`src/include/cgc_pkg.sv`:
```
`default_nettype none
package cgc_pkg;
	// ****************************************
	// register offsets
	// ****************************************
	localparam logic [7:0] OFF_MAIN_OSC = 8'h20;
	localparam logic [7:0] OFF_FREQ_MEAS = 8'h24;
	localparam logic [7:0] OFF_PLL_A = 8'h28;
	localparam logic [7:0] OFF_PLL_B = 8'h2C;
	localparam logic [7:0] OFF_MCLK = 8'h30;
	localparam logic [7:0] OFF_STATUS = 8'h68;
	// ****************************************
	// main oscillator control fields
	// ****************************************
	localparam int MOR_XT_EN = 0;
	localparam int MOR_XT_BYPASS = 1;
	localparam int MOR_RC_EN = 3;
	localparam int MOR_XT_START_LSB = 8;
	localparam int MOR_KEY_LSB = 16;
	localparam int MOR_SRC_SEL = 24;
	localparam int MOR_CFD_EN = 25;
	localparam int MOR_SLOW_MON = 26;
	localparam int MOR_CPU_RST = 27;
	localparam int MOR_CPU_NMI = 28;
	localparam logic [7:0] MOR_KEY = 8'h37;
	localparam logic [31:0] MOR_RESET = 32'h0000_0008;
	localparam logic [31:0] MOR_RW_MASK = 32'h1F00_FF7B;
	localparam logic [31:0] MOR_RCF_MASK = 32'h0000_0070;
	// ****************************************
	// frequency measure fields
	// ****************************************
	localparam int MCFR_READY = 16;
	localparam int MCFR_RESTART = 20;
	localparam int MCFR_SRC = 24;
	localparam logic [31:0] MCFR_RESET = 32'h0001_147F;
	// ****************************************
	// pll fields
	// ****************************************
	localparam int PLL_COUNT_LSB = 8;
	localparam int PLL_VCO_LSB = 14;
	localparam int PLL_MUL_LSB = 16;
	localparam int PLLB_SRC_LSB = 29;
	localparam logic [31:0] PLL_RESET = 32'h0000_3F00;
	localparam logic [31:0] PLLA_RW_MASK = 32'h27FF_FFFF;
	localparam logic [31:0] PLLB_RW_MASK = 32'h67FF_FFFF;
	localparam logic [10:0] PLL_MUL_MAX = 11'h019;
	localparam logic [7:0] PLL_DIV_MAX = 8'h40;
	localparam logic [31:0] MCLK_RESET = 32'h0000_0001;
	localparam logic [31:0] MCLK_RW_MASK = 32'h0000_0173;
	// ****************************************
	// status bits
	// ****************************************
	localparam int ST_XT_STABLE = 0;
	localparam int ST_LOCK_A = 1;
	localparam int ST_LOCK_B = 2;
	localparam int ST_RC_STABLE = 17;
	localparam int ST_CFD_FAULT = 19;
	// ****************************************
	// slow clock timing
	// ****************************************
	localparam int TMR_W = 11;
	localparam int XT_STARTUP_SHIFT = 3;
	localparam logic [TMR_W-1:0] RC_STARTUP_TICKS = 11'h008;
	localparam logic [4:0] MEAS_WINDOW_TICKS = 5'h10;
	localparam int TMR_RC = 0;
	localparam int TMR_XT = 1;
	localparam int TMR_PLL_A = 2;
	typedef enum logic [1:0] {MEAS_IDLE, MEAS_ARMED, MEAS_RUN} cgc_meas_e;
endpackage : cgc_pkg
`default_nettype wire

```
`src/rtl/cgc_top.sv`:
```
// Notes on behaviour
// - cpu clock failure goes to nmi when enabled
// - cpu clock failure resets only when enabled
// - slow crystal monitor runs only when enabled
// - clock failure detector works only when enabled
// - source select: 0 rc, 1 external clock
// - oscillator writes need key; key reads zero
// - crystal start-up is value times eight ticks
// - rc frequency changes only when stable, alone
// - stable flags rise after start-up time, except the external one in bypass
// - bypass sets stable flag; clearing both clears
// - counter source: 0 rc, 1 external clock
// - restart bit clears ready, restarts measurement
// - count is edges within sixteen slow ticks
// - ready low while invalid, disabled or restarted
// - multiplier zero disables; factor is value plus one
// - prediv zero disables, one bypasses, up to 64
// - vco range field selects oscillator range
// - lock flag waits lock count slow ticks
// - pll b source: 0 main, else second rc
// - write protect blocks configuration writes
//
// Design decision made here: strobed register access.
`default_nettype none
module cgc_top
	import cgc_pkg::*;
(
	// clock and reset
	input wire logic clk,
	input wire logic reset_n,
	// register port
	input wire logic [7:0] regAddr,
	input wire logic [31:0] regWrData,
	input wire logic regWrite,
	input wire logic regRead,
	output logic [31:0] regRdData,
	// system inputs
	input wire logic writeProtectEnable,
	input wire logic monitorSlowClock,
	input wire logic rcClock,
	input wire logic extClock,
	input wire logic cpuClockFail,
	input wire logic mainClockFail,
	// failure handling
	output logic nmiRequest,
	output logic cpuFailResetReq,
	output logic slowXtalFreqMonitorEn,
	output logic clockFailureDetectorEn,
	output logic clockFailureDetected,
	// oscillator control
	output logic mainSourceSelect,
	output logic rcOscEnable,
	output logic [2:0] rcFreqSelect,
	output logic xtalOscEnable,
	output logic xtalBypass,
	output logic rcStableFlag,
	output logic extClockStableFlag,
	// plls
	output logic [1:0] pllEnable,
	output logic [1:0][11:0] pllFactor,
	output logic [1:0][7:0] pllPrediv,
	output logic [1:0][1:0] vcoRange,
	output logic pllBSecondRc,
	output logic pllALocked,
	output logic pllBLocked,
	output logic [31:0] masterClockConfig
);
	// ****************************************
	// state
	// ****************************************
	typedef struct packed {
		logic [31:0] mainOsc;
		logic [31:0] pllA;
		logic [31:0] pllB;
		logic [31:0] mclk;
		logic counterSrc;
		logic [15:0] freqCount;
		logic readyRaw;
		logic readyFlag;
		cgc_meas_e measState;
		logic [4:0] winCnt;
		logic [15:0] edgeCnt;
		logic slowPrev;
		logic rcPrev;
		logic extPrev;
		logic [31:0] rdData;
		logic nmiReq;
		logic cpuRstReq;
		logic cfdFault;
		logic rcStable;
		logic xtStable;
		logic [1:0] locked;
		logic [1:0] pllEn;
		logic [1:0][11:0] factor;
		logic [1:0][7:0] prediv;
		logic [1:0][1:0] vco;
		logic pllBRc;
	} cgc_top_s;

	localparam cgc_top_s RST_STATE = '{mainOsc: MOR_RESET, pllA: PLL_RESET, pllB: PLL_RESET,
		mclk: MCLK_RESET, freqCount: MCFR_RESET[15:0], readyRaw: 1'b1, readyFlag: 1'b1,
		measState: MEAS_IDLE, rcStable: 1'b1, default: '0};

	cgc_top_s q;
	cgc_top_s d;
	logic [1:0] rstSync;
	logic rstN;
	logic [3:0] tmrStart;
	logic [3:0] tmrRun;
	logic [3:0][TMR_W-1:0] tmrLoad;
	logic [3:0] tmrDone;
	logic slowTick;
	logic wrOk;
	logic morWr;
	logic mcfrWr;
	logic [1:0] pllWr;
	logic measOscOn;
	logic measEdge;
	logic keepRcFreq;
	logic [31:0] morNew;

	// pll runs only with legal multiplier and predivider
	function automatic logic pll_ok(input logic [31:0] cfg);
		logic [10:0] mul;
		logic [7:0] div;
		mul = cfg[PLL_MUL_LSB +: 11];
		div = cfg[7:0];
		pll_ok = (mul != 11'h000) && (mul <= PLL_MUL_MAX) && (div != 8'h00) && (div <= PLL_DIV_MAX);
	endfunction : pll_ok

	// ****************************************
	// reset release
	// ****************************************
	always_ff @(posedge clk or negedge reset_n) begin
		if (!reset_n) begin
			rstSync <= 2'h0;
		end else begin
			rstSync <= {rstSync[0], 1'b1};
		end
	end
	assign rstN = rstSync[1];

	// ****************************************
	// slow clock timers
	// ****************************************
	assign slowTick = monitorSlowClock && !q.slowPrev;
	assign tmrStart[TMR_RC] = morWr && regWrData[MOR_RC_EN] && !q.mainOsc[MOR_RC_EN];
	assign tmrRun[TMR_RC] = q.mainOsc[MOR_RC_EN];
	assign tmrLoad[TMR_RC] = RC_STARTUP_TICKS;
	assign tmrStart[TMR_XT] = morWr && regWrData[MOR_XT_EN] && !q.mainOsc[MOR_XT_EN];
	assign tmrRun[TMR_XT] = q.mainOsc[MOR_XT_EN];
	// start-up value counts groups of eight slow ticks
	assign tmrLoad[TMR_XT] = {regWrData[MOR_XT_START_LSB +: 8], 3'h0};
	assign tmrStart[TMR_PLL_A +: 2] = pllWr;
	assign tmrRun[TMR_PLL_A] = pll_ok(q.pllA);
	assign tmrRun[TMR_PLL_A + 1] = pll_ok(q.pllB);
	assign tmrLoad[TMR_PLL_A] = {5'h00, regWrData[PLL_COUNT_LSB +: 6]};
	assign tmrLoad[TMR_PLL_A + 1] = {5'h00, regWrData[PLL_COUNT_LSB +: 6]};

	for (genvar i = 0; i < 4; i++) begin : g_tmr
		cgc_slow_timer #(
			.DONE_AT_RESET(i == TMR_RC)
		) u_tmr (
			.clk(clk),
			.rstN(rstN),
			.start(tmrStart[i]),
			.run(tmrRun[i]),
			.tick(slowTick),
			.loadTicks(tmrLoad[i]),
			.done(tmrDone[i])
		);
	end

	// ****************************************
	// register writes and measurement
	// ****************************************
	assign wrOk = regWrite && !writeProtectEnable;
	assign morWr = wrOk && regAddr == OFF_MAIN_OSC && regWrData[MOR_KEY_LSB +: 8] == MOR_KEY;
	assign mcfrWr = wrOk && regAddr == OFF_FREQ_MEAS;
	assign pllWr[0] = wrOk && regAddr == OFF_PLL_A;
	assign pllWr[1] = wrOk && regAddr == OFF_PLL_B;
	// frequency is kept when not stable or when the enable also moves
	assign keepRcFreq = !q.rcStable || (regWrData[MOR_RC_EN] != q.mainOsc[MOR_RC_EN]);
	assign morNew = (regWrData & MOR_RW_MASK & ~MOR_RCF_MASK)
		| (keepRcFreq ? (q.mainOsc & MOR_RCF_MASK) : (regWrData & MOR_RCF_MASK));
	assign measOscOn = q.counterSrc ? (q.mainOsc[MOR_XT_EN] || q.mainOsc[MOR_XT_BYPASS])
		: q.mainOsc[MOR_RC_EN];
	assign measEdge = q.counterSrc ? (extClock && !q.extPrev) : (rcClock && !q.rcPrev);

	always_comb begin
		d = q;
		d.slowPrev = monitorSlowClock;
		d.rcPrev = rcClock;
		d.extPrev = extClock;
		if (morWr) begin
			d.mainOsc = morNew;
		end
		if (pllWr[0]) begin
			d.pllA = regWrData & PLLA_RW_MASK;
		end
		if (pllWr[1]) begin
			d.pllB = regWrData & PLLB_RW_MASK;
		end
		if (wrOk && regAddr == OFF_MCLK) begin
			d.mclk = regWrData & MCLK_RW_MASK;
		end
		if (mcfrWr) begin
			d.counterSrc = regWrData[MCFR_SRC];
		end
		// measurement window
		case (q.measState)
			MEAS_IDLE: begin
			end
			MEAS_ARMED: begin
				if (slowTick) begin
					d.measState = MEAS_RUN;
					d.winCnt = '0;
					d.edgeCnt = '0;
				end
			end
			MEAS_RUN: begin
				if (measEdge && q.edgeCnt != 16'hFFFF) begin
					d.edgeCnt = q.edgeCnt + 16'h0001;
				end
				if (slowTick) begin
					d.winCnt = q.winCnt + 5'h01;
					if (d.winCnt == MEAS_WINDOW_TICKS) begin
						d.freqCount = d.edgeCnt;
						d.readyRaw = 1'b1;
						d.measState = MEAS_IDLE;
					end
				end
			end
			default: begin
				d.measState = MEAS_IDLE;
			end
		endcase
		// restart beats a window that ends in the same cycle
		if (mcfrWr && regWrData[MCFR_RESTART]) begin
			d.readyRaw = 1'b0;
			d.measState = MEAS_ARMED;
		end
		d.readyFlag = d.readyRaw && measOscOn;
		// status and outputs
		d.nmiReq = cpuClockFail && q.mainOsc[MOR_CPU_NMI];
		d.cpuRstReq = cpuClockFail && q.mainOsc[MOR_CPU_RST];
		d.cfdFault = mainClockFail && q.mainOsc[MOR_CFD_EN];
		d.rcStable = tmrDone[TMR_RC] && q.mainOsc[MOR_RC_EN];
		d.xtStable = q.mainOsc[MOR_XT_BYPASS] || (tmrDone[TMR_XT] && q.mainOsc[MOR_XT_EN]);
		d.locked = tmrDone[TMR_PLL_A +: 2];
		d.pllEn = {pll_ok(q.pllB), pll_ok(q.pllA)};
		d.factor[0] = d.pllEn[0] ? {1'b0, q.pllA[PLL_MUL_LSB +: 11]} + 12'h001 : 12'h000;
		d.factor[1] = d.pllEn[1] ? {1'b0, q.pllB[PLL_MUL_LSB +: 11]} + 12'h001 : 12'h000;
		d.prediv[0] = q.pllA[7:0];
		d.prediv[1] = q.pllB[7:0];
		d.vco[0] = q.pllA[PLL_VCO_LSB +: 2];
		d.vco[1] = q.pllB[PLL_VCO_LSB +: 2];
		d.pllBRc = q.pllB[PLLB_SRC_LSB +: 2] != 2'h0;
		// read data stand for one cycle only
		d.rdData = '0;
		if (regRead) begin
			case (regAddr)
				OFF_MAIN_OSC: d.rdData = q.mainOsc;
				OFF_FREQ_MEAS: begin
					d.rdData[15:0] = q.freqCount;
					d.rdData[MCFR_READY] = q.readyFlag;
					d.rdData[MCFR_SRC] = q.counterSrc;
				end
				OFF_PLL_A: d.rdData = q.pllA;
				OFF_PLL_B: d.rdData = q.pllB;
				OFF_MCLK: d.rdData = q.mclk;
				OFF_STATUS: begin
					d.rdData[ST_XT_STABLE] = q.xtStable;
					d.rdData[ST_LOCK_A] = q.locked[0];
					d.rdData[ST_LOCK_B] = q.locked[1];
					d.rdData[ST_RC_STABLE] = q.rcStable;
					d.rdData[ST_CFD_FAULT] = q.cfdFault;
				end
				default: d.rdData = '0;
			endcase
		end
	end

	always_ff @(posedge clk or negedge rstN) begin
		if (!rstN) begin
			q <= RST_STATE;
		end else begin
			q <= d;
		end
	end

	// ****************************************
	// outputs
	// ****************************************
	assign regRdData = q.rdData;
	assign nmiRequest = q.nmiReq;
	assign cpuFailResetReq = q.cpuRstReq;
	assign slowXtalFreqMonitorEn = q.mainOsc[MOR_SLOW_MON];
	assign clockFailureDetectorEn = q.mainOsc[MOR_CFD_EN];
	assign clockFailureDetected = q.cfdFault;
	assign mainSourceSelect = q.mainOsc[MOR_SRC_SEL];
	assign rcOscEnable = q.mainOsc[MOR_RC_EN];
	assign rcFreqSelect = q.mainOsc[6:4];
	assign xtalOscEnable = q.mainOsc[MOR_XT_EN];
	assign xtalBypass = q.mainOsc[MOR_XT_BYPASS];
	assign rcStableFlag = q.rcStable;
	assign extClockStableFlag = q.xtStable;
	assign pllEnable = q.pllEn;
	assign pllFactor = q.factor;
	assign pllPrediv = q.prediv;
	assign vcoRange = q.vco;
	assign pllBSecondRc = q.pllBRc;
	assign pllALocked = q.locked[0];
	assign pllBLocked = q.locked[1];
	assign masterClockConfig = q.mclk;
endmodule : cgc_top
`default_nettype wire

```
`src/rtl/cgc_slow_timer.sv`:
```
`default_nettype none
module cgc_slow_timer
	import cgc_pkg::*;
#(
	parameter bit DONE_AT_RESET = 1'b0
) (
	// clock and reset
	input wire logic clk,
	input wire logic rstN,
	// control
	input wire logic start,
	input wire logic run,
	input wire logic tick,
	input wire logic [TMR_W-1:0] loadTicks,
	// status
	output logic done
);
	typedef struct packed {
		logic [TMR_W-1:0] cnt;
		logic busy;
		logic done;
	} cgc_tmr_s;
	localparam logic [TMR_W-1:0] TMR_ONE = 11'h001;
	cgc_tmr_s q;
	cgc_tmr_s d;

	always_comb begin
		d = q;
		if (start) begin
			d.cnt = loadTicks;
			d.busy = 1'b1;
			d.done = 1'b0;
		end else if (!run) begin
			d.busy = 1'b0;
			d.done = 1'b0;
		end else if (q.busy && tick) begin
			// a zero load still waits one slow tick
			if (q.cnt <= TMR_ONE) begin
				d.busy = 1'b0;
				d.done = 1'b1;
			end else begin
				d.cnt = q.cnt - TMR_ONE;
			end
		end
	end

	always_ff @(posedge clk or negedge rstN) begin
		if (!rstN) begin
			q <= '{cnt: '0, busy: 1'b0, done: DONE_AT_RESET};
		end else begin
			q <= d;
		end
	end

	assign done = q.done;
endmodule : cgc_slow_timer
`default_nettype wire

```
`config.mk`:
```
export PLATFORM = sky130hd
export DESIGN_NAME = cgc_top
export DESIGN_NICKNAME = d
export VERILOG_FILES = /design/src/include/cgc_pkg.sv /design/src/rtl/cgc_top.sv /design/src/rtl/cgc_slow_timer.sv
export SDC_FILE = /design/constraint.sdc
export NUM_CORES = 1
export LEC_CHECK = 0
export BUFFER_PORTS_ARGS = -buffer_cell sky130_fd_sc_hd__clkbuf_2
export CORE_MARGIN = 10
export CORE_UTILIZATION = 40
export CTS_CLUSTER_DIAMETER = 30
export DETAILED_ROUTE_END_ITERATION = 8
export PLACE_DENSITY = 0.58
export SKIP_LAST_GASP = 1
export SLEW_MARGIN = 20
export SYNTH_ARGS = -nofsm -noshare
export SYNTH_HDL_FRONTEND = slang
export SYNTH_HIERARCHICAL = 1
export SYNTH_SLANG_ARGS = --single-unit
```
`constraint.sdc`:
```
create_clock -name clk -period 10.51 [get_ports clk]
set_input_delay 1.051 -clock clk [delete_from_list [all_inputs] [get_ports clk]]
set_output_delay 1.051 -clock clk [all_outputs]
set_load 0.02 [all_outputs]
```
-- Word level (Yosys, flattened, before mapping)
Cells that the tools add are included.
- word-level logic and storage cells: 207
- flip-flop bits (word level): 280
- bits of input ports: 50
- output and inout port bits: 127
- muxes and demuxes: 49
- reductions and logical operators: 69
- magnitude comparators: 8
- add/sub/neg operators: 8
- bitwise operators: 1
- equality and inequality tests: 30
- operator list (cell ; number):
    $mux 13 ; 8
    $mux 11 ; 8
    $pmux 14 s5 ; 1
    $eq 8x6->1 const B ; 6
    $le 11x1->1 const B ; 4
    $sub 11x1->11 const B ; 4
    $pmux 21 s2 ; 1
    $logic_and 1x1->1 ; 32
    $mux 32 ; 1
    $or 29x7->29 ; 1
    $add 11x1->12 const B ; 2
    $mux 12 ; 2
    $mux 23 ; 1
    $le 11x5->1 const B ; 2
    $reduce_bool 11->1 ; 2
    $pmux 7 s3 ; 1
    $mux 2 ; 10
    $reduce_bool 2->1 ; 10
    $ne 3x2->1 const B ; 6
    $pmux 3 s6 ; 1
    $reduce_and 3->1 ; 6
    $add 16x1->16 const B ; 1
    $le 8x7->1 const B ; 2
    $mux 16 ; 1
    other kinds (23) ; 52

-- Longest topological paths before layout
Gate-level depths: netlist (run 1).
- depth in word-level cells: 8
- depth in mapped cells: 12
- mapped depth without buffers: 10

-- By module
Netlist (run 1), hierarchy kept.
- modules (own cells, without submodules) (module ; sequential area each (µm²) ; area each (µm²) ; cells an instance ; times used):
    cgc_top ; 5387.7 ; 10158.5 ; 855 ; 1
    cgc_slow_timer at g_tmr[1].u_tmr ... ; 325.3 ; 814.5 ; 92 ; 3
    cgc_slow_timer at g_tmr[0].u_tmr ; 326.6 ; 815.8 ; 92 ; 1

-- Least setup slack after synthesis (run 1)
Ideal clock, no wire load.
- path kind: input port to flip-flop
- start point: input regAddr[7]
- end point: register g_tmr[0].u_tmr/q[12] (netlist bit)
- path buffers: 3
- data required time: 10.381 ns
- stages: 10
- path slack: 7.149 ns
- library setup time: 0.129 ns
- arrival: 3.232 ns
- path through: or3b_1 buf_2 nor3_4 buf_2 nand3_1 nor3b_1 inv_1 clkbuf_1 o211ai_1 nand3_1
- longest elaborated chain between the ends: 7
- elaborated cells on any way between the ends: 10
- those cells by class: 2 x eq/ne; 1 x mux; 7 x reduce/logical
- ends and longest elaborated chain (what ; line ; source):
    start, declared ; cgc_top.sv:32 ; input wire logic [7:0] regAddr,
    $eq 8x6->1 * ; cgc_top.sv:178 ; assign morWr = wrOk && regAddr == OFF_MAIN_OSC && regWrData[MOR_KEY_LSB +: 8] == MOR_KEY;
    $logic_and 1x1->1 * (2 in a row) ; cgc_top.sv:178 ;
    $logic_and 1x1->1 * (2 in a row) ; cgc_top.sv:147 ; assign tmrStart[TMR_RC] = morWr && regWrData[MOR_RC_EN] && !q.mainOsc[MOR_RC_EN];
    via tmrStart[0] ; cgc_top.sv:108 ; logic [3:0] tmrStart;
    $ne 2x1->1 (no line) / $reduce_bool 2->1 (equally long branches) ; n/a ;
    $reduce_and 3->1 (no line) ; n/a ;
    end signal, assigned ; cgc_slow_timer.sv:49 ; q <= '{cnt: '0, busy: 1'b0, done: DONE_AT_RESET};
    end, declared ; cgc_slow_timer.sv:24 ; cgc_tmr_s q;
The timed path passes the listed nets; every way through them passes the cells marked *.
A chain may end at the register's enable or synchronous reset.

-- Worst setup path after layout (run 1)
- start point: input regAddr[7]
- end point: register g_tmr[3].u_tmr/q[9] (netlist bit)
- longest elaborated chain between the ends: 4
- elaborated cells on any way between the ends: 7
- those cells by class: 2 x eq/ne; 1 x mux; 4 x reduce/logical
- ends and longest elaborated chain (what ; line ; source):
    $eq 8x6->1 * ; cgc_top.sv:181 ; assign pllWr[1] = wrOk && regAddr == OFF_PLL_B;
    $logic_and 1x1->1 * ; cgc_top.sv:181 ;
    via pllWr[1] ; cgc_top.sv:116 ; logic [1:0] pllWr;
    $ne 2x1->1 (no line) / $reduce_bool 2->1 (equally long branches) ; n/a ;
    $reduce_and 3->1 (no line) ; n/a ;
    end signal, assigned ; cgc_slow_timer.sv:49 ;
    end, declared ; cgc_slow_timer.sv:24 ;
Marks and branches as above.

==> flow_summary.ini, run 1 <==
[routing]
drc = 0
routed_wl_um = 34400
vias = 9625
firstDrtPassIters = 6
drtIter0Drc = 685
ant_nets = 0
vias_per_cell = 5.22
avgRoutedWirePerCell_um = 18.6

[logic_synthesis]
syn_avg_cell_area_um2 = 11.0
synth-seq-area-share_pct = 49.9
synth-seq-cells = 266
yosys_warnings = 6
synth_async_sr_flop_share_pct = 100
syn_area_mm2 = 0.0134
synthCells = 1223
ys_types = 81
ys.flop_type = dfrtp_1
synth_edf_count = 0

[global_route]
grt_usage_pct = 16.4
grt_max_degree = 81
grt_pass1_wl_um = 54700
grt_overflow_total = 0
antenna_found_initial = 0
grt_pass1_vias = 9577

[pwr]
p_switching_mw = 0.735
sw_frac_of_total_pct = 23.6
peakVddDrop_mv = 0.122
power.clock.fraction_pct = 61.0
internal_power_mw = 2.38
power_frac_seq_pct = 34.3
p_leak_nw = 7.65
comb_power_share_pct = 4.7
power_density_mw_per_mm2 = 194

[placement]
dp_hpwl_um = 23900
port_buffers = 148
placed_area_mm2 = 0.0140
dp_cells = 1732
gp_congestion = 0.846

[finish]
fin_area_mm2 = 0.0161
syn2layout_area_growth_pct = 19.8
nets = 1412
drive_gt1_share_pct = 29.8
instances_no_fill = 1845
insertedDiodeCount = 0

[floorplan]
start_util_pct = 40.3
die_width_um = 203
rows = 67
core_mm2 = 0.0333
die_area_mm2 = 0.0413
die-height_um = 203
ioPinCount = 177

[clock_tree]
clk_pin_slew_ns = 0.04
clockBufferDepth = 3
cts_made_buffers = 60
clk_latency_ns = 0.58
cts_tree = built
postCtsSetupBuffers = 0
cts-resized-gates = 0
ctsHoldBuffers = 0
clock_sinks = 266
cts_root_buf = clkbuf_16
htree_levels = 2

[timing]
timing.setup.tns_ns = 0
rsz0062_at_grt = false
hold_violations = 0
finalClockSkew_ns = 0.0321
whs_ns = 0.273
slew_headroom_pct = 33.5
post-route-period-util_pct = 45.3
final_max_slew_viol_count = 0
worst_slew_pin_slew_ns = 0.998
fmax_ghz = 0.210
fin_crit_ns = 4.76
setup_viol_count_final = 0

[critical_path]
crit_start = regAddr[7]
crit_required_ns = 10.97
r2r_start = d[16]$_DFFE_PN0P_
crit_type = input pin to flop
endpoint_kind = flop
r2r-end = g_tmr[3].u_tmr/q[9]$_DFFE_PN0P_
ff2ff_setup_slack_ns = 7.07
start_kind = input pin
crit_fanout = 30
cp.arrival_ns = 5.22
rr_worst_depth = 9

[flow_run]
drv_cap = 0

[run_status]
status = complete, no violations

[worst_hold_path]
hold_path_class = input pin to async pin
synthesized netlist by cell type, types with 27 or more instances:
library cell,instances,share of area [%]
buf_4,116,6.5
clkbuf_1,29,0.81
dfrtp_1,239,45
dfstp_2,27,5.3
inv_1,27,0.76
mux2_2,72,6.0
mux2i_1,28,2.1
nand2_1,73,2.0
nand3_1,45,1.7
nor2_1,75,2.1
nor3_1,29,1.1
o21ai_0,50,1.9
power by group through the flow:
stage / Clock (mW) / Combinational, mW / Sequential [mW]
5_1_grt: 2.00 / 0.163 / 1.07
4_1_cts: 1.94 / 0.148 / 1.07
3_3_place_gp: 0 / 0.146 / 1.08
3_5_place_dp: 0 / 0.147 / 1.08
6_report: 1.90 / 0.147 / 1.07
2_1_floorplan: 0 / 0.106 / 1.09
per-stage QoR:
step	total power [mW]	setup WS [ns]	utilization, %
after CTS	3.16	5.78	48.3
after global routing	3.24	5.46	48.3
after global placement	1.23	5.25	41.9
final	3.12	5.75	48.3
after floorplan	1.19	2.60	-
after detailed placement	1.23	5.17	41.9
sequential cells by signal (all words and copies together) (netlist names), 2 cells and up:
name / count
q: 92
g_tmr.u_tmr/q: 48
regRdData: 31
pllFactor: 24
d: 20
pllPrediv: 16
masterClockConfig: 6
g_tmr.u_tmr/done: 4
vcoRange: 4
rcFreqSelect: 3
pllEnable: 2
rstSync: 2
cell type report:
cell class | instances | area [um^2]
clock buffer | 74 | 1650
clock inverter | 39 | 478
fill | 3043 | 17200
inverter | 28 | 105
multi-input combinational | 832 | 5780
sequential | 266 | 6690
tap | 448 | 561
timing repair buffer | 158 | 816
placed cells by master (no fill, tap or decap), types with 8 or more instances in the layout:
cell / instances
a31oi_1: 19
o211a_1: 10
o22a_1: 8
or3_1: 12
or4_1: 14
a22oi_1: 10
nand2_1: 73
nor4_1: 25
mux2_2: 72
dfrtp_1: 238
o21ai_0: 50
clkinvlp_4: 9
nor3_1: 29
inv_6: 9
inv_1: 27
ha_1: 16
xnor2_1: 17
nand3_1: 45
mux2i_1: 28
a21oi_1: 16
clkbuf_16: 61
mux2_4: 20
clkbuf_2: 148
dfstp_2: 27
and3_1: 19
nand4_1: 14
conb_1: 66
o211ai_1: 10
buf_4: 10
nor2_1: 75
and2_1: 16
o21a_1: 13
o41ai_1: 8
and4_1: 9
nor2b_1: 8
nand2b_1: 13
kinds of logic (layout without fill, tap and decap cells):
kind of cell	count (synthesis)	after routing	share of synthesized area, %
flip-flops	266	266	49.9
AND/OR/NAND/NOR	400	400	16.8
adder cells (fa/ha/maj)	16	16	1.49
multiplexers	120	120	10.4
other	2	66	0.0560
buffers and inverters	189	299	8.90
XOR/XNOR	23	23	1.50
AO/OA/AOI/OAI	207	207	11.0
critical path: stages:
cell and delay (ns):
clkbuf_2 0.09, or3b_1 0.55, nor3_2 0.72, nor2b_1 0.82, nand2_4 0.55, inv_1 0.58, inv_1 0.36, o211a_1 0.22
a221o_1 0.26
how the worst max path moves through the flow:
stage | depth (start not counted) | endpoint
global placement | 9 | g_tmr[3].u_tmr/q[9]$_DFFE_PN0P_
finish | 9 | g_tmr[3].u_tmr/q[9]$_DFFE_PN0P_
detailed placement | 9 | g_tmr[3].u_tmr/q[9]$_DFFE_PN0P_
CTS | 9 | g_tmr[3].u_tmr/q[9]$_DFFE_PN0P_
global route | 9 | g_tmr[3].u_tmr/q[9]$_DFFE_PN0P_
floorplan | 0 | clockFailureDetected$_DFF_PN0_
metal layers:
| layer | wire (um) | global-route usage, % | vias up |
|---|---|---|---|
| met2 | 15700 | 25.4 | 252 |
| met5 | 0 | 0 | - |
| li1 | - | - | 4553 |
| met1 | 15900 | 22.1 | 4764 |
| met4 | 744 | 5.38 | 0 |
| met3 | 2120 | 4.17 | 56 |
No activity file was read; power rests on OpenSTA's default activity.
==> inputs of run 2 (changes only) <==
--- a/config.mk
+++ b/config.mk
@@ -5,12 +5,13 @@
 export SDC_FILE = /design/constraint.sdc
 export NUM_CORES = 1
 export LEC_CHECK = 0
+export ABC_AREA = 1
 export BUFFER_PORTS_ARGS = -buffer_cell sky130_fd_sc_hd__clkbuf_2
 export CORE_MARGIN = 10
 export CORE_UTILIZATION = 40
 export CTS_CLUSTER_DIAMETER = 30
 export DETAILED_ROUTE_END_ITERATION = 8
-export PLACE_DENSITY = 0.58
+export PLACE_DENSITY = 0.6
 export SKIP_LAST_GASP = 1
 export SLEW_MARGIN = 20
 export SYNTH_ARGS = -nofsm -noshare
==> constraint.sdc (replaced) <==
create_clock -name clk -period 4.2 [get_ports clk]
set_input_delay 0.42 -clock clk [delete_from_list [all_inputs] [get_ports clk]]
set_output_delay 0.42 -clock clk [all_outputs]
set_load 0.02 [all_outputs]
==> flow_summary.ini, run 2 <==
[run_status]
status = complete, no violations

[finish]
syn2layout_area_growth_pct = 19.3
nets = 1977
final_core_util_pct = 48.4
mostFrequentLayoutCell = nand2_1
n_fill_cell = 3408
regMostFlops = q
fin_area_mm2 = 0.0167
insertedDiodeCount = 0
largest_register_ffs = 92
drive_gt1_share_pct = 18.2
final_cell_mix = nand2_1, dfrtp_1, inv_1

[floorplan]
die_width_um = 207
die_area_mm2 = 0.0429
die-height_um = 207
core_mm2 = 0.0345
ioPinCount = 177
start_util_pct = 40.6
rows = 68

[routing]
vias_per_cell = 4.77
avgRoutedWirePerCell_um = 15.5
drc = 0
drtIter0Drc = 823
routed_wl_um = 37400
vias = 11540
firstDrtPassIters = 5
ant_nets = 0

[critical_path]
crit_required_ns = 4.72
crit_fanout = 12
cp.arrival_ns = 3.05
r2r-end = g_tmr[3].u_tmr/q[9]$_DFFE_PN0P_
ff2ff_setup_slack_ns = 1.67
rr_worst_depth = 11
endpoint_kind = flop
r2r_start = d[18]$_DFFE_PN0P_
crit_type = flop to flop
start_kind = flop

[clock_tree]
clk_pin_slew_ns = 0.05
cts_made_buffers = 59
clockBufferDepth = 3
clock_sinks = 266
htree_levels = 2
cts_root_buf = clkbuf_16
clk_latency_ns = 0.61
cts_tree = built

[logic_synthesis]
ys_top_cells_by_count = nand2_1, dfrtp_1, inv_1, nand3_1, nor2_1
ys.flop_type = dfrtp_1
synth_top_cell_area_share_pct = 42.7
synthCells = 1789
synth-seq-area-share_pct = 47.7
ys_types = 43
yosys.area.top_type = dfrtp_1
syn_avg_cell_area_um2 = 7.83
synth_area_leaders = dfrtp_1, nand2_1, buf_4
synth_async_sr_flop_share_pct = 100
synth_edf_count = 0
synth-seq-cells = 266
syn_area_mm2 = 0.0140
yosys_warnings = 6
synth.most_common_cell = nand2_1

[worst_hold_path]
hold_end = q[255]$_DFFE_PN0N_
hold_path_class = input pin to flop
min-delay-start = regWrData[28]
whs_path_depth = 3

[pwr]
p_leak_nw = 8.72
peakVddDrop_mv = 0.279
power_density_mw_per_mm2 = 494

[timing]
worst_slew_pin_slew_ns = 0.967
whs_ns = 0.0360
setup_viol_count_final = 0
final_max_slew_viol_count = 0
timing.setup.tns_ns = 0
fin_crit_ns = 2.53
slew_headroom_pct = 35.3
finalClockSkew_ns = 0.0326
fmax_ghz = 0.395
hold_violations = 0
setup_ws_ns = 1.67
post-route-period-util_pct = 60.3
rsz0062_at_grt = false

[global_route]
grt_overflow_total = 0
grt_usage_pct = 17.0
grt_pass1_vias = 11186
grt_max_degree = 114
antenna_found_initial = 0
grt_pass1_wl_um = 60400

[placement]
dp_hpwl_um = 26300
pre_cts_ws_ns = 1.13
port_buffers = 148
gp_congestion = 0.879
placed_area_mm2 = 0.0145

[flow_run]
drv_cap = 0
==> run 2: changes by cell type after synthesis, sizes merged, moves of 26 or more <==
cell / change
nor2: +94
mux2i: -28
o21ai: +75
nor4: -26
inv: +161
nand3: +130
mux2: -92
nand2: +502
==> run 2: worst max-delay path by stage <==
stage	cells after the start	slack, ns	startpoint	end
floorplan	0	1.55	rstSync[1]$_DFF_PN0_	clockFailureDetected$_DFF_PN0_
detailed placement	14	1.13	regAddr[1]	g_tmr[2].u_tmr/q[10]$_DFFE_PN0P_
CTS	11	1.70	d[18]$_DFFE_PN0P_	g_tmr[3].u_tmr/q[9]$_DFFE_PN0P_
finish	11	1.67	d[18]$_DFFE_PN0P_	g_tmr[3].u_tmr/q[9]$_DFFE_PN0P_
global route	14	1.43	regAddr[1]	g_tmr[2].u_tmr/q[10]$_DFFE_PN0P_
global placement	14	1.19	regAddr[1]	g_tmr[2].u_tmr/q[10]$_DFFE_PN0P_
==> run 2: final cells by class <==
type	count	area, um^2	share of cell area, %
Inverter	189	711	4.25
Clock buffer	66	1510	9.05
Multi-Input combinational cell	1227	5630	33.7
Sequential cell	266	6690	40.0
Tap cell	455	569	3.41
Clock inverter	46	663	3.97
Timing Repair Buffer	168	931	5.57
==> run 2: timing repair <==
| action | in CTS | in global routing |
|---|---|---|
| gates resized for setup | 0 | 0 |
| buffers inserted | 0 | 0 |
| hold endpoints to repair | 8 | 0 |
| hold buffers | 6 | 0 |
==> run 2: where the power goes <==
part / internal (mW) / switching [mW] / total [mW]
logic: 0.175 / 0.381 / 0.556
registers: 2.66 / 0.0951 / 2.76
clock network: 3.36 / 1.59 / 4.94
==> run 2: critical path, cell delays in order (launching register included) <==
cell	delay, ns
dfrtp_1	0.41
nor2_1	0.20
nand4_1	0.14
xor2_1	0.33
nand3_1	0.31
inv_1	0.22
inv_1	0.08
nor2_1	0.20
nand3_4	0.20
nand2_4	0.21
nand2_1	0.08
nand2_1	0.07
==> run 2: through the flow <==
step                      instances  power (mW)
after floorplan                1853        3.22
after global placement         2299        3.33
after detailed placement       2299        3.35
after CTS                      2417        8.35
after global routing           2417        8.60
final                          2417        8.26
==> run 2: kinds of logic (layout without fill, tap and decap cells) <==
family	Yosys count	count (layout)	synth area share [%]
and+or+nand+nor	959	959	29.4
xor gates and xnor gates	15	15	0.938
adders and majority gates	16	16	1.43
other	2	66	0.0536
DFF	266	266	47.7
AOI/OAI and AO/OA	171	171	6.69
buffers and inverters	360	469	13.8
==> run 2: per-layer routing <==
layer	wire length (um)	track usage [%]	share of wire [%]	vias up
li1	-	-	-	5697
met1	16700	21.8	45	5480
met2	17700	27.6	47	293
met3	2000	3.55	5.3	70
met4	1040	6.60	2.8	0
met5	0	0	0	-
